File: src/hw/scg_pkg.sv
// Shared constants, types and decode functions for the sanitize command gate
package scg_pkg;

    // Restriction state of the whole subsystem
    typedef enum logic [1:0] {
        SCG_ST_IDLE,
        SCG_ST_RUN,
        SCG_ST_FAILED
    } scg_state_type;

    // Completion status codes (generic status)
    localparam logic [7:0] SCG_SC_SUCCESS  = 8'h00;
    localparam logic [7:0] SCG_SC_FAILED   = 8'h1C;
    localparam logic [7:0] SCG_SC_IN_PROG  = 8'h1D;

    // Admin opcodes
    localparam logic [7:0] SCG_OP_DEL_SQ   = 8'h00;
    localparam logic [7:0] SCG_OP_CRT_SQ   = 8'h01;
    localparam logic [7:0] SCG_OP_GET_LOG  = 8'h02;
    localparam logic [7:0] SCG_OP_DEL_CQ   = 8'h04;
    localparam logic [7:0] SCG_OP_CRT_CQ   = 8'h05;
    localparam logic [7:0] SCG_OP_IDENTIFY = 8'h06;
    localparam logic [7:0] SCG_OP_ABORT    = 8'h08;
    localparam logic [7:0] SCG_OP_SET_FEAT = 8'h09;
    localparam logic [7:0] SCG_OP_GET_FEAT = 8'h0A;
    localparam logic [7:0] SCG_OP_ASYNC_EV = 8'h0C;
    localparam logic [7:0] SCG_OP_KEEP_ALV = 8'h18;
    localparam logic [7:0] SCG_OP_MGMT_SND = 8'h1D;
    localparam logic [7:0] SCG_OP_MGMT_RCV = 8'h1E;
    localparam logic [7:0] SCG_OP_FABRICS  = 8'h7F;
    localparam logic [7:0] SCG_OP_SANITIZE = 8'h84;
    localparam logic [7:0] SCG_OP_VS_MIN   = 8'hC0;

    // Fabrics subcommand types
    localparam logic [7:0] SCG_FC_PROP_SET = 8'h00;
    localparam logic [7:0] SCG_FC_CONNECT  = 8'h01;
    localparam logic [7:0] SCG_FC_PROP_GET = 8'h04;
    localparam logic [7:0] SCG_FC_AUTH_SND = 8'h05;
    localparam logic [7:0] SCG_FC_AUTH_RCV = 8'h06;

    // Log page identifiers
    localparam logic [7:0] SCG_LOG_ERROR   = 8'h01;
    localparam logic [7:0] SCG_LOG_SMART   = 8'h02;
    localparam logic [7:0] SCG_LOG_NS_CHG  = 8'h04;
    localparam logic [7:0] SCG_LOG_RESV    = 8'h80;
    localparam logic [7:0] SCG_LOG_SANIT   = 8'h81;

    // Sanitize action codes
    localparam logic [2:0] SCG_ACT_EXIT_FAIL = 3'h1;

    // Reset values
    localparam logic [7:0] SCG_RST_BYTE    = 8'h00;

    function automatic logic scg_is_vendor(input logic [7:0] code);
        return code >= SCG_OP_VS_MIN;
    endfunction

    function automatic logic scg_log_ok(input logic [7:0] id);
        return (id == SCG_LOG_ERROR) || (id == SCG_LOG_SMART) || (id == SCG_LOG_NS_CHG) ||
               (id == SCG_LOG_RESV) || (id == SCG_LOG_SANIT);
    endfunction

    function automatic logic scg_fabric_ok(input logic [7:0] fc);
        return (fc == SCG_FC_PROP_SET) || (fc == SCG_FC_CONNECT) || (fc == SCG_FC_PROP_GET) ||
               (fc == SCG_FC_AUTH_SND) || (fc == SCG_FC_AUTH_RCV) || scg_is_vendor(fc);
    endfunction

endpackage

File: src/hw/scg_cmd_if.sv
// Carrier between the gate and its command classifier
`timescale 1ns/1ps
`default_nettype none
interface scg_cmd_if;
    logic       is_admin;
    logic [7:0] opcode;
    logic [7:0] fctype;
    logic [7:0] log_id;
    logic [2:0] san_action;
    logic       vs_user_data;
    logic       allow;
    logic [7:0] status;

    modport gate (output is_admin, opcode, fctype, log_id, san_action, vs_user_data,
                  input allow, status);
    modport cls  (input is_admin, opcode, fctype, log_id, san_action, vs_user_data,
                  output allow, status);
endinterface
`default_nettype wire

File: src/hw/scg_classifier.sv
// Combinational allow-list check of one fetched command against the restriction state
`timescale 1ns/1ps
`default_nettype none
module scg_classifier
    import scg_pkg::*;
(
    scg_cmd_if.cls             cmd,
    input  wire scg_state_type state_i,
    input  wire logic          mgmt_allow_i,
    input  wire logic [7:0]    fail_action_mask_i
);
    wire       restricted = (state_i != SCG_ST_IDLE);
    wire       failed     = (state_i == SCG_ST_FAILED);
    wire [7:0] op         = cmd.opcode;

    // Plain admin entries without extra restrictions
    wire plain_ok = (op == SCG_OP_ABORT) || (op == SCG_OP_ASYNC_EV) || (op == SCG_OP_CRT_CQ) ||
                    (op == SCG_OP_CRT_SQ) || (op == SCG_OP_DEL_CQ) || (op == SCG_OP_DEL_SQ) ||
                    (op == SCG_OP_GET_FEAT) || (op == SCG_OP_IDENTIFY) || (op == SCG_OP_KEEP_ALV) ||
                    (op == SCG_OP_SET_FEAT);
    wire log_ok   = (op == SCG_OP_GET_LOG) && scg_log_ok(cmd.log_id);
    wire mgmt_ok  = ((op == SCG_OP_MGMT_SND) || (op == SCG_OP_MGMT_RCV)) && mgmt_allow_i;
    wire vs_ok    = scg_is_vendor(op) && !cmd.vs_user_data;
    wire admin_ok = cmd.is_admin && (plain_ok || log_ok || mgmt_ok || vs_ok);
    // Fabrics capsules may sit on any queue and are not I/O commands
    wire fab_ok   = (op == SCG_OP_FABRICS) && scg_fabric_ok(cmd.fctype) &&
                    !(scg_is_vendor(cmd.fctype) && cmd.vs_user_data);
    wire san_ok   = failed && cmd.is_admin && (op == SCG_OP_SANITIZE) &&
                    fail_action_mask_i[cmd.san_action];

    // While restricted, I/O commands match no term and fall through to abort
    assign cmd.allow  = !restricted || admin_ok || fab_ok || san_ok;
    assign cmd.status = cmd.allow ? SCG_SC_SUCCESS : (failed ? SCG_SC_FAILED : SCG_SC_IN_PROG);
endmodule
`default_nettype wire

File: src/hw/scg_gate.sv
// Sanitize command gate: restriction state and admission stage for fetched commands
`timescale 1ns/1ps
`default_nettype none
module scg_gate
    import scg_pkg::*;
(
    input  wire logic       ref_clk_i,
    input  wire logic       srst_i,
    // Fetched command
    input  wire logic       cmd_valid_i,
    output logic            cmd_ready_o,
    input  wire logic       cmd_admin_i,
    input  wire logic [7:0] cmd_opcode_i,
    input  wire logic [7:0] cmd_fctype_i,
    input  wire logic [7:0] cmd_log_id_i,
    input  wire logic [2:0] cmd_san_action_i,
    input  wire logic       cmd_vs_user_data_i,
    // Dispatch toward execution
    output logic            out_valid_o,
    input  wire logic       out_ready_i,
    output logic            out_admin_o,
    output logic [7:0]      out_opcode_o,
    output logic            out_abort_o,
    output logic [7:0]      out_status_o,
    output logic            out_lba_zero_o,
    // Sanitize progress events
    input  wire logic       san_cmd_done_i,
    input  wire logic       san_cmd_ok_i,
    input  wire logic [2:0] san_cmd_action_i,
    input  wire logic       san_op_done_i,
    input  wire logic       san_op_ok_i,
    // Static configuration
    input  wire logic       mgmt_allow_i,
    input  wire logic [7:0] fail_action_mask_i,
    // Subsystem-wide state
    output logic            san_in_prog_o,
    output logic            san_failed_o
);
    scg_state_type state_q;
    scg_state_type state_d;

    logic       out_valid_q;
    logic       out_admin_q;
    logic [7:0] out_opcode_q;
    logic       out_abort_q;
    logic [7:0] out_status_q;
    logic       out_lba_zero_q;

    scg_cmd_if cls_if ();

    assign cls_if.is_admin     = cmd_admin_i;
    assign cls_if.opcode       = cmd_opcode_i;
    assign cls_if.fctype       = cmd_fctype_i;
    assign cls_if.log_id       = cmd_log_id_i;
    assign cls_if.san_action   = cmd_san_action_i;
    assign cls_if.vs_user_data = cmd_vs_user_data_i;

    scg_classifier u_cls (
        .cmd                (cls_if),
        .state_i            (state_q),
        .mgmt_allow_i       (mgmt_allow_i),
        .fail_action_mask_i (fail_action_mask_i)
    );

    wire cmd_fire   = cmd_valid_i && cmd_ready_o;
    wire restricted = (state_q != SCG_ST_IDLE);
    wire err_log    = cmd_admin_i && (cmd_opcode_i == SCG_OP_GET_LOG) && (cmd_log_id_i == SCG_LOG_ERROR);
    wire san_start  = san_cmd_done_i && san_cmd_ok_i && (san_cmd_action_i != SCG_ACT_EXIT_FAIL);
    wire san_exit   = san_cmd_done_i && san_cmd_ok_i && (san_cmd_action_i == SCG_ACT_EXIT_FAIL);

    assign cmd_ready_o = !out_valid_q || out_ready_i;

    // State transitions
    always_comb begin
        state_d = state_q;
        case (state_q)
            SCG_ST_IDLE: begin
                if (san_start) begin
                    state_d = SCG_ST_RUN;
                end
            end
            SCG_ST_RUN: begin
                if (san_op_done_i) begin
                    state_d = san_op_ok_i ? SCG_ST_IDLE : SCG_ST_FAILED;
                end
            end
            SCG_ST_FAILED: begin
                if (san_start) begin
                    state_d = SCG_ST_RUN;
                end else if (san_exit) begin
                    state_d = SCG_ST_IDLE;
                end
            end
            default: begin
                state_d = SCG_ST_IDLE;
            end
        endcase
    end

    always_ff @(posedge ref_clk_i) begin
        if (srst_i) begin
            state_q <= SCG_ST_IDLE;
        end else begin
            state_q <= state_d;
        end
    end

    // Admission stage: verdict captured once when the command is taken
    always_ff @(posedge ref_clk_i) begin
        if (srst_i) begin
            out_valid_q <= 1'b0;
        end else if (cmd_ready_o) begin
            out_valid_q <= cmd_valid_i;
        end
    end

    always_ff @(posedge ref_clk_i) begin
        if (srst_i) begin
            out_admin_q    <= 1'b0;
            out_opcode_q   <= SCG_RST_BYTE;
            out_abort_q    <= 1'b0;
            out_status_q   <= SCG_SC_SUCCESS;
            out_lba_zero_q <= 1'b0;
        end else if (cmd_fire) begin
            out_admin_q    <= cmd_admin_i;
            out_opcode_q   <= cmd_opcode_i;
            out_abort_q    <= !cls_if.allow;
            out_status_q   <= cls_if.status;
            out_lba_zero_q <= restricted && err_log;
        end
    end

    assign out_valid_o    = out_valid_q;
    assign out_admin_o    = out_admin_q;
    assign out_opcode_o   = out_opcode_q;
    assign out_abort_o    = out_abort_q;
    assign out_status_o   = out_status_q;
    assign out_lba_zero_o = out_lba_zero_q;
    assign san_in_prog_o  = (state_q == SCG_ST_RUN);
    assign san_failed_o   = (state_q == SCG_ST_FAILED);
endmodule
`default_nettype wire

File: config.mk
export PLATFORM = sky130hd
export DESIGN_NAME = scg_gate
export DESIGN_NICKNAME = d
export VERILOG_FILES = /design/src/hw/scg_pkg.sv /design/src/hw/scg_cmd_if.sv /design/src/hw/scg_classifier.sv /design/src/hw/scg_gate.sv
export SDC_FILE = /design/constraint.sdc
export NUM_CORES = 1
export LEC_CHECK = 0
export BUFFER_PORTS_ARGS = -buffer_cell sky130_fd_sc_hd__buf_4
export CAP_MARGIN = 0
export CORE_UTILIZATION = 35
export CTS_CLUSTER_DIAMETER = 200
export DETAILED_ROUTE_END_ITERATION = 6
export PLACE_DENSITY = 0.71
export SLEW_MARGIN = 15
export SYNTH_ARGS = -nofsm -noshare
export SYNTH_HDL_FRONTEND = slang
export SYNTH_HIERARCHICAL = 1
export SYNTH_SLANG_ARGS = --single-unit
File: constraint.sdc
create_clock -name ref_clk_i -period 1.72 [get_ports ref_clk_i]
set_input_delay 0.344 -clock ref_clk_i [delete_from_list [all_inputs] [get_ports ref_clk_i]]
set_output_delay 0.344 -clock ref_clk_i [all_outputs]
set_load 0.02 [all_outputs]
==> impl_metrics.env <==
export IMPL_h_tree_depth=1
export IMPL_final_nets=294
export IMPL_num_antenna_cells=0
export IMPL_synth_top_area_frac=0.344
export IMPL_critical_path_required_ps=1940
export IMPL_rr_worst_depth=5
export IMPL_finalSetupViolations=1
export IMPL_clkPwrFrac=0.241
export IMPL_num_rows=21
export IMPL_rsz0062_at_grt="true"
export IMPL_grt_antenna_before_repair=0
export IMPL_initial_core_util=0.375
export IMPL_syn_area_per_cell_um2=7.85
export IMPL_synth_area_leaders="dfxtp_1 34%, a21oi_1 8.6%, nand3_1 7.4%"
export IMPL_ant_nets=0
export IMPL_die_x_um=62.5
export IMPL_drv_cap=0
export IMPL_cp_max_fo=3
export IMPL_drcViolationCount=0
export IMPL_first_iter_violations=65
export IMPL_clkTransAtPathRegs_ps=120
export IMPL_synth_seq_area_share=0.344
export IMPL_clk_path_buf_depth=2
export IMPL_drive_above_1_share=0.451
export IMPL_area_growth_pct=59.6
export IMPL_cp_endpoint="out_abort_o"
export IMPL_grt_max_degree=24
export IMPL_post_route_period_util=1.01
export IMPL_switchingPower_uw=338
export IMPL_die_area_um2=3900
export IMPL_internal_power_uw=846
export IMPL_grt_ovfl_total=0
export IMPL_timing_hold_ws_ps=298
export IMPL_synth_ff_type="dfxtp_1"
export IMPL_hold_viol_final=0
export IMPL_place_inst=286
export IMPL_hpwlAfterDp_um=2790
export IMPL_synthCells=163
export IMPL_track_usage=0.194
export IMPL_hold_class="in -> reg"
export IMPL_crit_path_start="cmd_san_action_i[1]"
export IMPL_ys_ff_latch=22
export IMPL_swShare=0.285
export IMPL_status="complete, but fails checks"
export IMPL_wirelength_um=3710
export IMPL_power_leakage_nw=0.895
export IMPL_period_minus_slack_ps=1740
export IMPL_finalClockSkew_ps=4.68
export IMPL_yosysWarnings=6
export IMPL_violations="setup timing"
export IMPL_cts_sinks=22
export IMPL_r2r_end="out_abort_o"
export IMPL_async_flop_share=0
export IMPL_p_total_mw=1.18
export IMPL_r2r_slack_ps=150
export IMPL_ys_types=40
export IMPL_grt_pass1_wl_um=6270
export IMPL_synth_area_um2=1280
export IMPL_powerDensity_nw_per_um2=579
export IMPL_insertion_delay_ps=310
export IMPL_post_cts_repair_setup_buffers=0
export IMPL_yosysTopAreaCell="dfxtp_1"
export IMPL_grt_pass1_vias=1462
export IMPL_port_buffers=71
export IMPL_setup_ws_ps=-23.6
export IMPL_cts_tree="built"
export IMPL_wl_per_cell_um=12.8
export IMPL_arrival_ps=1970
export IMPL_start_kind="primary input"
export IMPL_gp_congestion=0.824
export IMPL_cts_inserted_buffers=3
export IMPL_reg2reg_from="state_q[0]"
export IMPL_cts_hold_fix_buffers=0
export IMPL_synth_edff_count=0
export IMPL_slew_violations=0
export IMPL_io_pins=72
export IMPL_cts_root_buffer="clkbuf_4"
export IMPL_p_comb_frac=0.296
export IMPL_critPathKind="in -> reg"
export IMPL_fin_setup_tns_ps=-23.6
export IMPL_vias_per_cell=5.16
export IMPL_seq_power_share=0.463
export IMPL_nFillCells=322
export IMPL_peakVddDrop_mv=0.485
export IMPL_design_core_area_um2=3420
export IMPL_synth_common_cells="22 x a21oi_1, 22 x dfxtp_1, 19 x nand3_1"
export IMPL_die_height_um=62.5
export IMPL_final_cells=290
export IMPL_vias=1497
export IMPL_fmax_mhz=574
export IMPL_dpl_worst_slack_ps=-385
export IMPL_dr_pass1_iters=4
export IMPL_endpoint_kind="flop"
==> sequential cells by signal (all words and copies together) (netlist names) <==
register	count
out_opcode_o	8
out_status_o	8
state_q	2
out_abort_o	1
out_admin_o	1
out_lba_zero_o	1
out_valid_o	1
==> worst min path at each step <==
stage	startpoint	endpoint	slack (ps)	depth (start not counted)
2_1_floorplan	srst_i	out_abort_o	410	1
3_3_place_gp	out_admin_o	out_admin_o	470	2
3_5_place_dp	out_opcode_o[6]	out_opcode_o[6]	470	2
4_1_cts	san_cmd_action_i[0]	state_q[0]	290	3
5_1_grt	san_op_done_i	state_q[1]	290	3
6_report	san_cmd_action_i[0]	state_q[0]	300	3
==> cell type report <==
type                            instances  area [um^2]  share of cell area
Tap cell                               46         57.6              0.0282
Clock buffer                            4         36.3              0.0178
Inverter                                4         17.5             0.00857
Multi-Input combinational cell        125          816               0.399
Timing Repair Buffer                   89          676               0.331
Sequential cell                        22          440               0.216
==> per-layer routing <==
metal / track usage / routed length, um
met4: 0.0262 / 13
met5: 0 / 0
met2: 0.337 / 1800
met1: 0.251 / 1610
met3: 0.0420 / 273
==> what timing repair did <==
action	4_1_cts	5_1_grt
pin swaps	3	1
gates resized for setup	4	14
setup endpoints to repair	4	5
==> worst max-delay path, stage by stage <==
cell and delay, ps:
buf_8 80, mux4_2 520, nor2b_4 150, o41ai_4 100, or4_4 530, a311oi_2 250
==> cells by family after synthesis <==
group / share of synthesized area
muxes: 0.0352
and+or+nand+nor: 0.275
DFF: 0.344
AOI/OAI and AO/OA: 0.242
other: 0.00293
xor gates and xnor gates: 0.00684
buffers and inverters: 0.0938
==> through the flow <==
stage	area (um^2)	utilization
after detailed placement	1910	0.560
after CTS	1970	0.578
after floorplan	1290	-
final	2040	0.598
after global placement	1910	0.560
after global routing	2040	0.598
==> power by group through the flow <==
stage                     clock (mW)  sequential (mW)  combinational (mW)
after floorplan                    0            0.588               0.124
after global placement             0            0.559               0.329
after detailed placement           0            0.559               0.333
after CTS                      0.290            0.548               0.337
final                          0.285            0.548               0.350
after global routing           0.315            0.552               0.381
==> cell usage in the layout (no fill, tap or decap), types with 2 or more instances in the layout <==
master and n:
a21oi_1 22, buf_4 88, clkbuf_4 3, conb_1 4, dfxtp_1 22, inv_1 2, mux2_2 2, nand2_1 10
nand2b_1 3, nand3_1 19, nor2_1 5, nor2b_1 3, nor2b_4 2, nor3_1 6, nor3b_2 2, nor4_1 3
nor4b_1 3, o21ai_0 16, o21ai_1 4, or4_4 2
Note: power is estimated with default switching activity, not from simulation.
